==> config.mk <==
export PLATFORM = sky130hd
export DESIGN_NAME = ldw_top
export DESIGN_NICKNAME = d
export VERILOG_FILES = /design/src/design/ldw_pkg.sv /design/src/design/ldw_top.sv /design/src/design/ldw_ram.sv
export SDC_FILE = /design/constraint.sdc
export NUM_CORES = 1
export LEC_CHECK = 0
export BUFFER_PORTS_ARGS = -buffer_cell sky130_fd_sc_hd__buf_4
export CAP_MARGIN = 10
export CORE_MARGIN = 10
export CORE_UTILIZATION = 61
export CTS_CLUSTER_SIZE = 16
export DETAILED_ROUTE_END_ITERATION = 16
export GPL_ROUTABILITY_DRIVEN = 0
export MAX_ROUTING_LAYER = met4
export PLACE_DENSITY = 0.8
export SKIP_CTS_REPAIR_TIMING = 1
export SLEW_MARGIN = 20
export SYNTH_ARGS = -nofsm -noshare
export SYNTH_HDL_FRONTEND = slang
export SYNTH_SLANG_ARGS = --single-unit
==> constraint.sdc <==
create_clock -name ref_clk -period 3.25 [get_ports ref_clk]
set_clock_uncertainty 0.1 [all_clocks]
set_input_delay 0.4875 -clock ref_clk [delete_from_list [all_inputs] [get_ports ref_clk]]
set_output_delay 0.4875 -clock ref_clk [all_outputs]
set_load 0.02 [all_outputs]
==> src/design/ldw_pkg.sv <==
package ldw_pkg;
   localparam int LDW_CLK_HZ = 100_000_000;
   localparam int LDW_CLK_NS = 10;
   localparam int LDW_DIGITS = 8;
   localparam int LDW_SCAN_HZ = 390;
   localparam int LDW_BLANK_NS = 2000;
   localparam int LDW_BLANK_CYC = (LDW_BLANK_NS + LDW_CLK_NS - 1) / LDW_CLK_NS;
   localparam int LDW_SLOT_CYC = LDW_CLK_HZ / (LDW_SCAN_HZ * LDW_DIGITS);

   // Control word field positions, and the decimal-point bit of the display data.
   localparam int LDW_SEQ_BIT = 7;
   localparam int LDW_HEX_BIT = 6;
   localparam int LDW_RAW_BIT = 5;
   localparam int LDW_PWR_BIT = 4;
   localparam int LDW_BANK_BIT = 3;
   localparam int LDW_ADDR_LSB = 0;
   localparam int LDW_DP_BIT = 7;

   // Normal operation, code-B decode, digit 0 in bank A; data writes are held off until a control write, since reset puts the write side in LDW_HOLD.
   localparam logic [7:0] LDW_CTRL_RESET = 8'h18;

   typedef struct packed {
      logic seq;
      logic hex;
      logic raw;
      logic power;
      logic bank_a;
      logic [2:0] addr;
   } ldw_ctrl_type;

   typedef struct packed {
      logic sel;
      logic [7:0] data;
   } ldw_host_bus_type;

   typedef enum logic [2:0] {
      LDW_HOLD = 3'h1,
      LDW_SEQ = 3'h2,
      LDW_SINGLE = 3'h4
   } ldw_wstate_type;
endpackage : ldw_pkg

==> src/design/ldw_top.sv <==
`timescale 1ns/100ps
`default_nettype none
module ldw_top
   import ldw_pkg::*;
#(
   parameter logic [15:0] SLOT_CYCLES = 16'(LDW_SLOT_CYC)
) (
   input wire logic ref_clk,
   input wire logic rst,
   input wire logic write_strobe,
   input wire logic register_select,
   input wire logic input_line_0,
   input wire logic input_line_1,
   input wire logic input_line_2,
   input wire logic input_line_3_bank_sel,
   input wire logic input_line_4_power,
   input wire logic input_line_5_raw_sel,
   input wire logic input_line_6_charset,
   input wire logic input_line_7_seq_flag,
   output logic [6:0] segment_out,
   output logic decimal_point_output,
   output logic [7:0] digit_out
);
   localparam logic [15:0] BLANK_CYCLES = 16'(LDW_BLANK_CYC);

   ldw_host_bus_type pin_bus;
   ldw_host_bus_type sync1_reg, sync2_reg;
   logic strobe1_reg, strobe2_reg, strobe3_reg;
   logic wr_pulse;

   assign pin_bus = {register_select, input_line_7_seq_flag, input_line_6_charset, input_line_5_raw_sel,
                     input_line_4_power, input_line_3_bank_sel, input_line_2, input_line_1, input_line_0};

   // Pins cross two flip-flops before use.
   always_ff @(posedge ref_clk or posedge rst) begin
      if (rst) begin
         sync1_reg <= '0;
         sync2_reg <= '0;
         strobe1_reg <= 1'b1;
         strobe2_reg <= 1'b1;
         strobe3_reg <= 1'b1;
      end else begin
         sync1_reg <= pin_bus;
         sync2_reg <= sync1_reg;
         strobe1_reg <= write_strobe;
         strobe2_reg <= strobe1_reg;
         strobe3_reg <= strobe2_reg;
      end
   end

   assign wr_pulse = strobe2_reg & ~strobe3_reg;

   // Write side: control word, update mode and RAM write address.
   ldw_ctrl_type ctrl_reg, ctrl_next;
   ldw_wstate_type wstate_reg, wstate_next;
   logic [2:0] seq_cnt_reg, seq_cnt_next;
   logic ram_we;
   logic [2:0] wr_digit;
   logic [3:0] ram_waddr;

   always_comb begin
      ctrl_next = ctrl_reg;
      wstate_next = wstate_reg;
      seq_cnt_next = seq_cnt_reg;
      ram_we = 1'b0;
      wr_digit = ctrl_reg.addr;
      if (wr_pulse && sync2_reg.sel) begin
         ctrl_next = ldw_ctrl_type'(sync2_reg.data);
         seq_cnt_next = 3'h0;
         wstate_next = sync2_reg.data[LDW_SEQ_BIT] ? LDW_SEQ : LDW_SINGLE;
      end else if (wr_pulse) begin
         unique case (wstate_reg)
            LDW_SEQ: begin
               ram_we = 1'b1;
               wr_digit = seq_cnt_reg;
               seq_cnt_next = seq_cnt_reg + 3'h1;
               if (seq_cnt_reg == 3'h7) begin
                  wstate_next = LDW_HOLD;
               end
            end
            LDW_SINGLE: begin
               ram_we = 1'b1;
               wr_digit = ctrl_reg.addr;
            end
            LDW_HOLD: begin
               ram_we = 1'b0;
            end
            default: begin
               wstate_next = LDW_HOLD;
            end
         endcase
      end
   end

   // Raw segment data always lives in bank A; the bank bit steers decode modes only.
   assign ram_waddr = {ctrl_reg.bank_a | ctrl_reg.raw, wr_digit};

   always_ff @(posedge ref_clk or posedge rst) begin
      if (rst) begin
         ctrl_reg <= ldw_ctrl_type'(LDW_CTRL_RESET);
         wstate_reg <= LDW_HOLD;
         seq_cnt_reg <= 3'h0;
      end else begin
         ctrl_reg <= ctrl_next;
         wstate_reg <= wstate_next;
         seq_cnt_reg <= seq_cnt_next;
      end
   end

   // Scan side: digit slot counter, blanking and segment decode.
   logic [15:0] slot_cnt_reg, slot_cnt_next;
   logic [2:0] scan_reg, scan_next;
   logic [7:0] ram_rdata;
   logic [6:0] dec_seg;
   logic [6:0] seg_next;
   logic dp_next;
   logic [7:0] digit_next;
   logic [6:0] segment_reg;
   logic dp_reg;
   logic [7:0] digit_reg;

   ldw_ram u_ram (
      .ref_clk(ref_clk),
      .we(ram_we),
      .waddr(ram_waddr),
      .wdata(sync2_reg.data),
      .raddr({ctrl_reg.bank_a | ctrl_reg.raw, scan_reg}),
      .rdata(ram_rdata)
   );

   // Segment order is {g,f,e,d,c,b,a}.
   always_comb begin
      unique case (ram_rdata[3:0])
         4'h0: dec_seg = 7'h3F;
         4'h1: dec_seg = 7'h06;
         4'h2: dec_seg = 7'h5B;
         4'h3: dec_seg = 7'h4F;
         4'h4: dec_seg = 7'h66;
         4'h5: dec_seg = 7'h6D;
         4'h6: dec_seg = 7'h7D;
         4'h7: dec_seg = 7'h07;
         4'h8: dec_seg = 7'h7F;
         4'h9: dec_seg = 7'h6F;
         4'hA: dec_seg = ctrl_reg.hex ? 7'h77 : 7'h40;
         4'hB: dec_seg = ctrl_reg.hex ? 7'h7C : 7'h79;
         4'hC: dec_seg = ctrl_reg.hex ? 7'h39 : 7'h76;
         4'hD: dec_seg = ctrl_reg.hex ? 7'h5E : 7'h38;
         4'hE: dec_seg = ctrl_reg.hex ? 7'h79 : 7'h73;
         4'hF: dec_seg = ctrl_reg.hex ? 7'h71 : 7'h00;
      endcase
   end

   always_comb begin
      slot_cnt_next = slot_cnt_reg;
      scan_next = scan_reg;
      digit_next = 8'h00;
      seg_next = 7'h00;
      dp_next = 1'b0;
      if (ctrl_reg.power) begin
         if (slot_cnt_reg >= SLOT_CYCLES - 16'h0001) begin
            slot_cnt_next = 16'h0000;
            scan_next = scan_reg + 3'h1;
         end else begin
            slot_cnt_next = slot_cnt_reg + 16'h0001;
         end
         if (slot_cnt_reg >= BLANK_CYCLES) begin
            digit_next = 8'h01 << scan_reg;
            seg_next = ctrl_reg.raw ? ram_rdata[6:0] : dec_seg;
            dp_next = ram_rdata[LDW_DP_BIT];
         end
      end
   end

   always_ff @(posedge ref_clk or posedge rst) begin
      if (rst) begin
         slot_cnt_reg <= 16'h0000;
         scan_reg <= 3'h0;
         digit_reg <= 8'h00;
         segment_reg <= 7'h00;
         dp_reg <= 1'b0;
      end else begin
         slot_cnt_reg <= slot_cnt_next;
         scan_reg <= scan_next;
         digit_reg <= digit_next;
         segment_reg <= seg_next;
         dp_reg <= dp_next;
      end
   end

   assign digit_out = digit_reg;
   assign segment_out = segment_reg;
   assign decimal_point_output = dp_reg;

   // Counts the cycles for which every digit has been dark, so the blanking check can see the whole gap.
   logic [15:0] dark_cnt_reg, dark_cnt_next;

   always_comb begin
      dark_cnt_next = 16'h0000;
      if (digit_reg == 8'h00) begin
         dark_cnt_next = (dark_cnt_reg == 16'hFFFF) ? dark_cnt_reg : dark_cnt_reg + 16'h0001;
      end
   end

   always_ff @(posedge ref_clk or posedge rst) begin
      if (rst) begin
         dark_cnt_reg <= 16'h0000;
      end else begin
         dark_cnt_reg <= dark_cnt_next;
      end
   end
endmodule : ldw_top
`default_nettype wire

==> src/design/ldw_ram.sv <==
`timescale 1ns/100ps
`default_nettype none
module ldw_ram (
   input wire logic ref_clk,
   input wire logic we,
   input wire logic [3:0] waddr,
   input wire logic [7:0] wdata,
   input wire logic [3:0] raddr,
   output logic [7:0] rdata
);
   logic [7:0] mem_reg [16];
   logic [7:0] rdata_reg;

   always_ff @(posedge ref_clk) begin
      if (we) begin
         mem_reg[waddr] <= wdata;
      end
      rdata_reg <= mem_reg[raddr];
   end

   assign rdata = rdata_reg;
endmodule : ldw_ram
`default_nettype wire

==> Yosys cells after proc, flatten, opt, wreduce, memory -nomap -nowiden <==
Memory sizes are Yosys's and may differ from the RTL's. A register that Yosys moved wholly into a read port is not among the register bits.
Cells that the tools add are included.
{ "classes": {"shifts": 1, "n_lt_le_gt_ge": 2, "eq_ne": 21, "reduce_logical": 9, "n_mux": 31, "n_addsub": 3, "bitwise": 3} }
{ "ops": {"columns": ["op", "count"], "rows": [
  ["$pmux 7 s16", 1],
  ["$mux 7", 6],
  ["$mux 3", 11],
  ["$eq 4x4->1 const B", 8],
  ["$add 16x1->16 const B", 1],
  ["$eq 4x3->1 const B", 4],
  ["$ge 16x15->1 const B", 1],
  ["$ge 16x8->1 const B", 1],
  ["$mux 16", 1],
  ["$mux 8", 2],
  ["$eq 4x2->1 const B", 2],
  ["$shl 1x3->8 const A", 1],
  ["$mux 1", 7],
  ["$add 3x1->3 const B", 2],
  ["$eq 3x3->1 const B", 2],
  ["$mux 6", 1],
  ["$pmux 3 s2", 1],
  ["$eq 4x1->1 const B", 1],
  ["$logic_not 4->1", 1],
  ["$mux 4", 1],
  ["$reduce_and 2->1", 2],
  ["$reduce_bool 2->1", 2],
  ["$reduce_or 2->1", 2],
  ["$eq 3x1->1 const B", 1],
  ["8 further kinds", 8]
]} }
{ "word_totals": {"word_cells": 90, "n_memories": 1, "regBits": 69, "ram_bits": 128, "inputBits": 12, "out_inout_bits": 16} }
{ "memory_table": {"columns": ["name", "depth", "width", "rd", "rd_ports_with_merged_regs", "write_ports", "line_no", "rtl"], "rows": [
  ["u_ram.mem_reg", 16, 8, 1, 1, 1, "ldw_ram.sv:11", "logic [7:0] mem_reg [16];"]
]} }

==> Longest topological paths before layout <==
Gate-level depths: netlist (run 1).
{ "logic_depth": {"ltp_word": 7, "ltp_mapped": 7, "depth_no_buf": 6} }

==> By module <==
A second synthesis (run 1) with hierarchy kept.
{ "unflattened": {"cells_unflattened": 512, "area_unflattened_um2": 8262.9} }
{ "by_module_without_submodules": {"columns": ["mod", "area_per_inst_um2", "n_inst", "cells_per_inst", "seq_area_each_um2"], "rows": [
  ["ldw_ram", 5147.4, 1, 229, 4003.8],
  ["ldw_top", 3115.5, 1, 283, 1734.2]
]} }

==> Least setup slack after synthesis (run 1) <==
Ideal clock, no wire load.
{ "synth_path": {"path_kind": "flip-flop to flip-flop", "from": "reg strobe2_reg", "to": "mem u_ram.mem_reg[0][0], enable pin", "period_less_slack_ns": 2.706, "n_path_buf": 0, "t_required_ns": 2.752, "stages_incl_launch_ff": 5, "arrival_time_ns": 2.208, "setup_slack_ns": 0.544, "setup_ns": 0.398, "cell_sequence": "dfstp_2 -> or4b_4 -> nor4_2 -> a21oi_1 -> nor4b_1"} }
{ "synth_between": {"elab_chain_cells": 5, "word_cells_on_any_way": 8, "classes_between": "mux: 6; bitwise: 1; reduce/logical: 1"} }
{ "synth_lines": {"columns": ["item", "line_no", "rtl"], "rows": [
  ["start: declaration", "ldw_top.sv:28", "logic strobe1_reg, strobe2_reg, strobe3_reg;"],
  ["start signal: assignment", "ldw_top.sv:46", "strobe2_reg <= strobe1_reg;"],
  ["$and 1x1->1 *", "ldw_top.sv:51", "assign wr_pulse = strobe2_reg & ~strobe3_reg;"],
  ["$mux 1 or $logic_and 1x1->1 (tied branches)", "ldw_top.sv:71, ldw_top.sv:67", null],
  ["$mux 1", "ldw_top.sv:67", "if (wr_pulse && sync2_reg.sel) begin"],
  ["$mux 1", "ldw_ram.sv:15", "if (we) begin"],
  ["$mux 1 (not written as such)", "ldw_ram.sv:16", "mem_reg[waddr] <= wdata;"],
  ["end: declaration", "ldw_ram.sv:11", null]
]} }
Every way passes the cells marked *; elsewhere a longest branch is shown, timed or not.

==> Worst setup path after layout (run 1) <==
{ "layout_path": {"from": "reg strobe2_reg", "to": "mem u_ram.mem_reg[11][4], enable pin"} }
The elaborated chain is that of the path after synthesis.

==> out/summary.txt, run 1 <==
status = finished with violations
violated checks = hold timing
Clock transition at path regs = 0.06 ns
vias = 4730
Leakage = 3.51 nW
sequential area share after synthesis = 0.688
total grt overflow = 0
max-cap violations = 0
Mapped Area = 8340 um2
worst skew pair latency = 0.49 ns
# fillers = 831
drt via density = 6.17
die area = 18800 um2
kind of start point of the critical path = flop
CTS sink cnt = 205
drt pass-1 iters = 5
Overall Power = 0.00582 W
final std cell area, no fill = 9530 um2
Reg2Reg Depth = 4
largest net degree at the start of global routing = 40
Post-synth EDFFs = 128
crit end category = flop
post-DP HPWL = 10400 um
post-synthesis net count = 550
vias in the first global route = 4809
first-pass GRT wire length = 26100 um
clock period minus worst slack = 2.52 ns
Fin. Hold Viols = 1
Yosys cell types = 68
Root Driver = clkbuf_16
Layout Area Growth over Synthesis = 14.2%
htree depth = 1
core area = 13300 um2
Setup TNS = 0 ns
Post-Route WL = 16700 um
Fmax = 397 MHz
worst hold path class = in -> async
number of diodes = 0
fin worst setup slack = 0.731 ns
Critical Path AT = 2.56 ns
dpl cell area = 8750 um2
worst hold slack = -0.0000302 ns
initial antenna violation count = 0
final net count = 597
Core Util, Final = 0.717
Worst Tran Pin Value = 0.867 ns
Setup CP Type = reg -> reg
RSZ-0062 raised after global routing = no
die height = 137 um
pre-CTS setup slack = 0.801 ns
site row count = 42
Power Dens Cells = 611 nW/um2
Avg Inst Size Synth = 15.8 um2
Final Cycle Share = 0.775
ys async rst share = 0.337
Antenna Violating Nets Remaining = 0
wire per inst = 21.8 um
Final setup viols = 0
IO buf count = 27
R2R setup slack = 0.73 ns
peak supply drop = 0.000593 V
Reg-to-Reg End = u_ram.mem_reg[11][4]
GRT Util Overall = 0.186
Max FO, Critical Path = 12
Crit Reg-Reg Startpoint = strobe2_reg
Yosys reg bits = 205
share of cells above drive strength 1 = 0.225
synth warn = 0
clock buffer depth = 3
DRC viols = 0
CP cell instances = nor4b_4 > o21ai_1 > a21oi_1 > and3_1
CTS tree = yes
1st-iter DRT viols = 413
initial cell density of the core = 0.628
Crit. Startpoint = strobe2_reg
Main synth FF type = edfxtp_1
Cells after Synth = 528
CP required = 3.29 ns
Slew Limit Fails = 0
die width = 137 um
Ports = 28
max_slew headroom = 0.418
biggest cell delay along the critical path = 0.56 ns
CTS buffer count = 21
CP max stage cell = dfstp_2
number of flip-flops in the largest register = 128
-- worst max path at each step --
stage	to	slack (ns)
after floorplan	u_ram.mem_reg[0][0]	0.54
after global placement	u_ram.mem_reg[15][5]	0.91
after detailed placement	u_ram.mem_reg[11][4]	0.80
after CTS	u_ram.mem_reg[11][4]	0.74
after global routing	u_ram.mem_reg[11][4]	0.54
final	u_ram.mem_reg[11][4]	0.73
-- metal layers --
| layer | share of wire | vias up | global-route usage | wire, um |
|---|---|---|---|---|
| li1 | - | 2131 | - | - |
| met1 | 0.38 | 2383 | 0.220 | 6340 |
| met2 | 0.51 | 174 | 0.310 | 8560 |
| met3 | 0.071 | 42 | 0.0352 | 1190 |
| met4 | 0.035 | 0 | 0.0744 | 584 |
| met5 | 0 | - | - | 0 |
-- through the flow --
| stage | hold slack (ns) | instances |
|---|---|---|
| 3_3_place_gp | 0.231 | 718 |
| 2_1_floorplan | 0.231 | 528 |
| 6_report | -0.0000302 | 766 |
| 4_1_cts | -0.0138 | 756 |
| 5_1_grt | 0.0425 | 766 |
| 3_5_place_dp | 0.235 | 718 |
-- power breakdown --
| group | internal (W) | switching (W) |
|---|---|---|
| clock network | 0.00138 | 0.000932 |
| logic | 0.000192 | 0.000232 |
| registers | 0.00288 | 0.000203 |
| total | 0.00446 | 0.00137 |
-- worst max-delay path: cells and delay by family (launching register included) --
kind            cells  cell delay [ns]
flops               1             0.56
simple gates        2             0.77
compound gates      2             0.74
-- cell usage after synthesis (2+ instances only) --
cell type	n	area share
a31oi_1	2	0.0015
xnor2_1	10	0.010
nor4b_1	2	0.0021
inv_1	12	0.0054
and3_1	17	0.013
edfxtp_1	128	0.46
clkbuf_1	15	0.0067
dfstp_2	6	0.019
nand4b_1	2	0.0021
a22oi_1	18	0.016
nor2b_1	7	0.0052
nor3b_1	3	0.0027
mux2i_1	3	0.0036
nand2_1	26	0.012
buf_2	8	0.0048
nor2_1	30	0.013
buf_6	2	0.0027
and2_1	3	0.0022
nand2b_1	9	0.0067
dfrtp_1	63	0.19
ha_1	10	0.015
mux4_2	32	0.086
o211ai_1	3	0.0027
mux2_2	7	0.0094
dfxtp_1	8	0.019
a21o_1	2	0.0018
o21ai_0	15	0.0090
a21oi_1	15	0.0090
xor2_1	3	0.0031
a211oi_1	2	0.0018
nor4_1	12	0.0090
nand3_1	4	0.0024
nor3_1	10	0.0060
nand4_1	5	0.0037
-- placed cells by master (no fill, tap or decap), types with 3 or more instances in the layout --
cell type,synthesis,routed
nor3b_1,3,3
inv_1,12,11
mux2i_1,3,3
and3_1,17,17
a22oi_1,18,18
nand2_1,26,26
dfstp_2,6,6
dfxtp_1,8,8
a21oi_1,15,15
mux4_2,32,32
clkinvlp_4,0,3
and2_1,3,3
nand2b_1,9,9
ha_1,10,10
nor2b_1,7,7
dfrtp_1,63,62
clkbuf_16,0,21
clkbuf_1,15,5
nor2_1,30,30
nor3_1,10,10
xor2_1,3,3
o211ai_1,3,3
dlygate4sd3_1,0,10
xnor2_1,10,10
nor4_1,12,12
edfxtp_1,128,128
clkinv_2,0,3
buf_4,1,40
o21ai_0,15,15
nand4_1,5,5
nand3_1,4,4
mux2_2,7,7
-- area by class of cell --
class | instances | area (um2) | share of cell area
tap | 176 | 220 | 0.0231
clock inverter | 11 | 119 | 0.0125
inverter | 13 | 48.8 | 0.00512
timing repair buffer | 51 | 420 | 0.0441
sequential | 205 | 5740 | 0.602
clock buffer | 27 | 558 | 0.0585
multi-input combinational | 283 | 2430 | 0.255
-- logic make-up after synthesis --
kind of cell    Yosys count  share of synthesized area
compound gates           76                     0.0645
xor+xnor                 13                     0.0136
fa+ha+maj                10                     0.0150
buf+inv                  40                     0.0216
flops                   205                      0.688
mux                      44                      0.103
simple gates            140                     0.0942
Note: power is estimated with default switching activity, not from simulation.
==> run 2, diff against run 1 <==
--- a/config.mk
+++ b/config.mk
@@ -5,15 +5,16 @@
 export SDC_FILE = /design/constraint.sdc
 export NUM_CORES = 1
 export LEC_CHECK = 0
+export ABC_AREA = 1
 export BUFFER_PORTS_ARGS = -buffer_cell sky130_fd_sc_hd__buf_4
 export CAP_MARGIN = 10
 export CORE_MARGIN = 10
-export CORE_UTILIZATION = 61
+export CORE_UTILIZATION = 62
 export CTS_CLUSTER_SIZE = 16
 export DETAILED_ROUTE_END_ITERATION = 16
 export GPL_ROUTABILITY_DRIVEN = 0
 export MAX_ROUTING_LAYER = met4
-export PLACE_DENSITY = 0.8
+export PLACE_DENSITY = 0.81
 export SKIP_CTS_REPAIR_TIMING = 1
 export SLEW_MARGIN = 20
 export SYNTH_ARGS = -nofsm -noshare
==> constraint.sdc (replaced) <==
create_clock -name ref_clk -period 2.42 [get_ports ref_clk]
set_clock_uncertainty 0.1 [all_clocks]
set_input_delay 0.363 -clock ref_clk [delete_from_list [all_inputs] [get_ports ref_clk]]
set_output_delay 0.363 -clock ref_clk [all_outputs]
set_load 0.02 [all_outputs]
==> run 2 against run 1 <==
Against the previous run: the run now ends clean; sequential power grew 30%; routed wire length grew 14%; synthesized area grew 4.7%; clock power grew 44%; critical path depth grew 3; design area grew 5.0%.
==> out/summary.txt, run 2 <==
status = completed
sequential share of power = 0.505 (-0.025)
vias in the first global route = 6145 (+28%)
post-DP HPWL = 12500 um (+20%)
Root Driver = clkbuf_16
worst skew pair latency = 0.50 ns (about the same)
most frequent cell after synthesis = nor2_1
Main synth FF type = edfxtp_1
1st-iter DRT viols = 753 (+82%)
vias = 6217 (+31%)
RSZ-0062 raised after global routing = no
Critical Path AT = 2.20 ns (-0.36 ns)
cell mode on critical path = nor2_4
max_slew headroom = 0.486 (+0.0682)
drt via density = 5.74 (-7.0%)
Final Cycle Share = 0.868 (+0.0927)
kind of start point of the critical path = flop
share of cells above drive strength 1 = 0.141 (-0.0848)
Slew Limit Fails = 0 (unchanged)
synth warn = 0 (unchanged)
share of the synthesized area in the top cell type = 0.440 (-0.0207)
Switching Power = 0.00187 W (+37%)
Int Pwr = 0.00612 W (+37%)
wire per inst = 17.6 um (-19%)
Gate power share = 0.079 (+0.006)
synth cell count leaders = 183 x nor2_1, 128 x edfxtp_1, 115 x nand2_1
CP cell instances = nand2_2 > nor2_4 > nand2_1 > nor2_4 > nand3_1 > nor2_1 > buf_4
DRC viols = 0 (unchanged)
sequential area share after synthesis = 0.657 (-0.0309)
Layout Area Growth over Synthesis = 14.5%
ranking of synthesized cells by area = edfxtp_1 44%, dfrtp_1 18%, nor2_1 7.9%
# fillers = 911 (+9.6%)
Cells after Synth = 832 (+58%)
first-pass GRT wire length = 30300 um (+16%)
core area = 13800 um2 (+4.0%)
final net count = 910 (+52%)
worst hold path class = reg -> reg
number of diodes = 0 (unchanged)
die height = 139 um (+1.3%)
Power Dens Cells = 798 nW/um2 (+31%)
Worst Tran Pin Value = 0.771 ns (-0.0966 ns)
leading cell type in the layout, fill and taps excluded = nor2_1
initial antenna violation count = 0 (unchanged)
Setup TNS = 0 ns (unchanged)
biggest cell delay along the critical path = 0.54 ns (-0.02 ns)
dpl cell area = 9180 um2 (+4.8%)
htree depth = 1 (unchanged)
peak supply drop = 0.000729 V (+23%)
die width = 139 um (+1.3%)
IO buf count = 27 (unchanged)
Post-Route WL = 19000 um (+14%)
Clock transition at path regs = 0.06 ns (about the same)
Max FO, Critical Path = 8 (-4)
GRT Util Overall = 0.195 (+0.00882)
drt pass-1 iters = 6 (+1)
Yosys top cell by area = edfxtp_1
Fmax = 476 MHz (+20%)
crit end category = flop
Yosys reg bits = 205 (unchanged)
Ports = 28 (unchanged)
CP required = 2.52 ns (-0.77 ns)
Clk pwr share = 0.416 (+0.019)
final std cell area, no fill = 10000 um2 (+5.0%)
max-cap violations = 0 (unchanged)
ys async rst share = 0.337 (unchanged)
Setup CP Type = reg -> reg
initial cell density of the core = 0.632 (+0.00428)
Leakage = 4.06 nW (+16%)
Fin. Hold Viols = 0 (-1)
total grt overflow = 0 (unchanged)
clock buffer depth = 3 (unchanged)
Yosys cell types = 39 (-43%)
CTS buffer count = 21 (unchanged)
switching share of power = 0.234 (-0.00114)
Antenna Violating Nets Remaining = 0 (unchanged)
number of flip-flops in the largest register = 128 (unchanged)
largest net degree at the start of global routing = 42 (+5.0%)
Mapped Area = 8740 um2 (+4.7%)
site row count = 43 (+2.4%)
CTS tree = yes
post-synthesis net count = 854 (+55%)
Post-synth EDFFs = 128 (unchanged)
CP max stage cell = dfstp_2
clock period minus worst slack = 2.10 ns (-0.419 ns)
CTS sink cnt = 205 (unchanged)
Final setup viols = 0 (unchanged)
commonest cells after routing, fill and taps aside = 183 x nor2_1, 128 x edfxtp_1, 115 x nand2_1
die area = 19200 um2 (+2.6%)
Avg Inst Size Synth = 10.5 um2 (-34%)
-- run 2: worst paths after layout --
| kind | depth (start not counted) | slack, ns | from | to |
|---|---|---|---|---|
| setup / recovery | 7 | 0.32 | strobe2_reg | u_ram.mem_reg[2][5] |
| hold reg to reg | 0 | 0.25 | sync1_reg[7] | sync2_reg[7] |
| min in group asynchronous | 4 | 0.41 | rst | ctrl_reg[2] |
| hold / removal | 0 | 0.25 | sync1_reg[7] | sync2_reg[7] |
| setup reg to reg | 7 | 0.32 | strobe2_reg | u_ram.mem_reg[2][5] |
| max in group asynchronous | 4 | 1.37 | rst | scan_reg[0] |
-- run 2: kinds of logic (layout without fill, tap and decap cells) --
logic type                 Yosys count  in the layout  share of synthesized area
AOI/OAI and AO/OA                  117            117                     0.0748
and+or+nand+nor                    403            403                      0.200
adders and majority gates           10             10                     0.0143
buffers and inverters               91            162                     0.0484
xor gates and xnor gates             6              6                    0.00601
DFF                                205            205                      0.657
-- run 2: area by class of cell --
class / count / area, um2 / area share
sequential: 205 / 5740 / 0.573
multi-input combinational: 536 / 2580 / 0.257
clock buffer: 29 / 596 / 0.0595
timing repair buffer: 66 / 523 / 0.0523
tap: 180 / 225 / 0.0225
inverter: 58 / 221 / 0.0221
clock inverter: 9 / 128 / 0.0128
-- run 2: power groups by stage --
stage | Sequential [W] | Combinational (W) | Clock [W]
after floorplan | 0.00401 | 0.000505 | 0
after global placement | 0.00409 | 0.000577 | 0
after detailed placement | 0.00410 | 0.000605 | 0
after CTS | 0.00403 | 0.000611 | 0.00337
after global routing | 0.00405 | 0.000713 | 0.00351
final | 0.00403 | 0.000632 | 0.00332
-- run 2: through the flow --
step / cells / total power (W) / hold WS, ns / utilization / worst slack, ns
after global placement: 1034 / 0.00466 / 0.233 / 0.664 / 0.415
after CTS: 1072 / 0.00801 / -0.155 / 0.716 / 0.346
after detailed placement: 1034 / 0.00470 / 0.236 / 0.664 / 0.347
after floorplan: 832 / 0.00452 / 0.231 / - / 0.227
after global routing: 1083 / 0.00828 / 0.261 / 0.724 / 0.201
final: 1083 / 0.00799 / 0.247 / 0.724 / 0.320
-- run 2: layer usage --
layer | GRT usage | part of all wire
met1 | 0.219 | 0.39
met2 | 0.345 | 0.51
met3 | 0.0322 | 0.066
met4 | 0.0670 | 0.036
met5 | - | 0
-- run 2: critical path: cells and delay by family (launching register included) --
| family | cells | cell delay (ns) |
|---|---|---|
| simple gates | 6 | 0.97 |
| flops | 1 | 0.54 |
| buf+inv | 1 | 0.19 |
==> run 3, diff against run 2 <==
--- a/config.mk
+++ b/config.mk
@@ -10,9 +10,11 @@
 export CAP_MARGIN = 10
 export CORE_MARGIN = 10
 export CORE_UTILIZATION = 62
+export CTS_BUF_LIST = sky130_fd_sc_hd__clkbuf_8 sky130_fd_sc_hd__clkbuf_16
 export CTS_CLUSTER_SIZE = 16
 export DETAILED_ROUTE_END_ITERATION = 16
 export GPL_ROUTABILITY_DRIVEN = 0
+export HOLD_SLACK_MARGIN = 0.08
 export MAX_ROUTING_LAYER = met4
 export PLACE_DENSITY = 0.81
 export SKIP_CTS_REPAIR_TIMING = 1
==> run 3 against run 2 <==
Against the previous run: register-to-register slack got worse by 0.02 ns; design area did not move; sequential power barely moved; sequential cell count did not move; die area did not move; fmax fell by 0.85%; clock-buffer cell count fell by 4; clock power barely moved; critical endpoint is now u_ram.mem_reg[2][4]; highest routed layer unchanged.
==> out/summary.txt, run 3 (synthesis results as in run 2) <==
Clock transition at path regs = 0.06 ns (about the same)
Setup TNS = 0 ns (unchanged)
Overall Power = 0.00797 W (-0.28%)
DRC viols = 0 (unchanged)
Fin. Hold Viols = 0 (unchanged)
die area = 19200 um2 (unchanged)
max_slew headroom = 0.489 (+0.00277)
CP required = 2.52 ns (about the same)
drt pass-1 iters = 6 (unchanged)
Storage cell area = 5740 um2 (unchanged)
Final setup viols = 0 (unchanged)
crit end category = flop
worst skew pair latency = 0.50 ns (about the same)
worst hold slack = 0.247 ns (-0.0000720 ns)
GRT Util Overall = 0.195 (unchanged)
Post-Route WL = 19000 um (about the same)
clock period minus worst slack = 2.12 ns (+0.0181 ns)
1st-iter DRT viols = 737 (-2.1%)
IO buf count = 27 (unchanged)
Worst Hold Path Cells = 0 (unchanged)
number of flip-flops in the largest register = 128 (unchanged)
initial cell density of the core = 0.632 (unchanged)
CTS tree = yes
max-cap violations = 0 (unchanged)
multi-input logic area = 2580 um2 (unchanged)
post-DP HPWL = 12500 um (unchanged)
Layout Area Growth over Synthesis = 14.5% (unchanged)
vias in the first global route = 6145 (unchanged)
wire per inst = 17.6 um (about the same)
final net count = 910 (unchanged)
commonest cells after routing, fill and taps aside = 183 x nor2_1, 128 x edfxtp_1, 115 x nand2_1
Root Driver = clkbuf_16
# fillers = 911 (unchanged)
core area = 13800 um2 (unchanged)
Slew Limit Fails = 0 (unchanged)
RSZ-0062 raised after global routing = no
htree depth = 1 (unchanged)
Power Dens Cells = 796 nW/um2 (-0.28%)
total grt overflow = 0 (unchanged)
vias = 6232 (+0.24%)
cell mode on critical path = nor2_4
Worst Tran Pin Value = 0.766 ns (-0.00415 ns)
share of cells above drive strength 1 = 0.141 (unchanged)
site row count = 43 (unchanged)
status = completed
CP max stage cell = dfstp_2
Fmax = 472 MHz (-0.85%)
Critical Path AT = 2.22 ns (+0.02 ns)
number of diodes = 0 (unchanged)
Setup CP Type = reg -> reg
kind of start point of the critical path = flop
Reg2Reg Depth = 7 (unchanged)
die width = 139 um (unchanged)
die height = 139 um (unchanged)
clock buffer depth = 3 (unchanged)
drt via density = 5.75 (+0.24%)
largest net degree at the start of global routing = 42 (unchanged)
biggest cell delay along the critical path = 0.54 ns (about the same)
CTS sink cnt = 205 (unchanged)
leading cell type in the layout, fill and taps excluded = nor2_1
Leakage = 4.07 nW (+0.41%)
Antenna Violating Nets Remaining = 0 (unchanged)
CTS buffer count = 21 (unchanged)
Final Cycle Share = 0.875 (+0.00748)
CP cell instances = nand2_2 > nor2_4 > nand2_1 > nor2_4 > nand3_1 > nor2_1 > buf_4
Ports = 28 (unchanged)
peak supply drop = 0.000729 V (about the same)
Max FO, Critical Path = 8 (unchanged)
initial antenna violation count = 0 (unchanged)
first-pass GRT wire length = 30300 um (unchanged)
worst hold path class = reg -> reg
==> run 3: changes by cell type in the layout (fill, tap and decap cells not counted), sizes merged <==
cell    previous run  this run
inv               56        60
clkbuf            29        25
==> run 3: final cells by class <==
| cell class | instances | area share |
|---|---|---|
| repair buffers | 66 | 0.0523 |
| well taps | 180 | 0.0225 |
| multi-input cells | 536 | 0.257 |
| inverters | 58 | 0.0221 |
| clock buffers | 25 | 0.0580 |
| flip-flops and latches | 205 | 0.573 |
| clock inverters | 13 | 0.0143 |
==> run 3: per-layer routing <==
layer  vias up  wire (um)  GRT usage
li1       2920          -          -
met1      2946       7390      0.219
met2       293       9760      0.345
met3        73       1240     0.0322
met4         0        643     0.0670
met5         -          0          -
==> run 3: power breakdown <==
part	leakage [nW]	internal, W	switching (W)	total [W]
Sequential	2.10	0.00386	0.000174	0.00403
Combinational	1.61	0.000217	0.000415	0.000632
Clock	0.367	0.00203	0.00127	0.00330
==> run 3: final timing paths <==
check                             start                   to  slack [ns]
min reg2reg                sync1_reg[7]         sync2_reg[7]        0.25
min in group asynchronous           rst          ctrl_reg[2]        0.41
max reg2reg                 strobe2_reg  u_ram.mem_reg[2][4]        0.30
max in group asynchronous           rst          scan_reg[0]        1.36
max                         strobe2_reg  u_ram.mem_reg[2][4]        0.30
min                        sync1_reg[7]         sync2_reg[7]        0.25
==> run 3: critical path: cells and delay by family, from the launching register on <==
family	cells	cell delay [ns]
AND/OR/NAND/NOR	6	0.98
flip-flops	1	0.54
buffers and inverters	1	0.19
==> run 3: through the flow <==
| stage | instance area, um2 | std cells | util | setup slack (ns) |
|---|---|---|---|---|
| 2_1_floorplan | 8740 | 832 | - | 0.227 |
| 3_3_place_gp | 9180 | 1034 | 0.664 | 0.415 |
| 3_5_place_dp | 9180 | 1034 | 0.664 | 0.347 |
| 4_1_cts | 9900 | 1072 | 0.716 | 0.346 |
| 5_1_grt | 10000 | 1083 | 0.724 | 0.201 |
| 6_report | 10000 | 1083 | 0.724 | 0.302 |
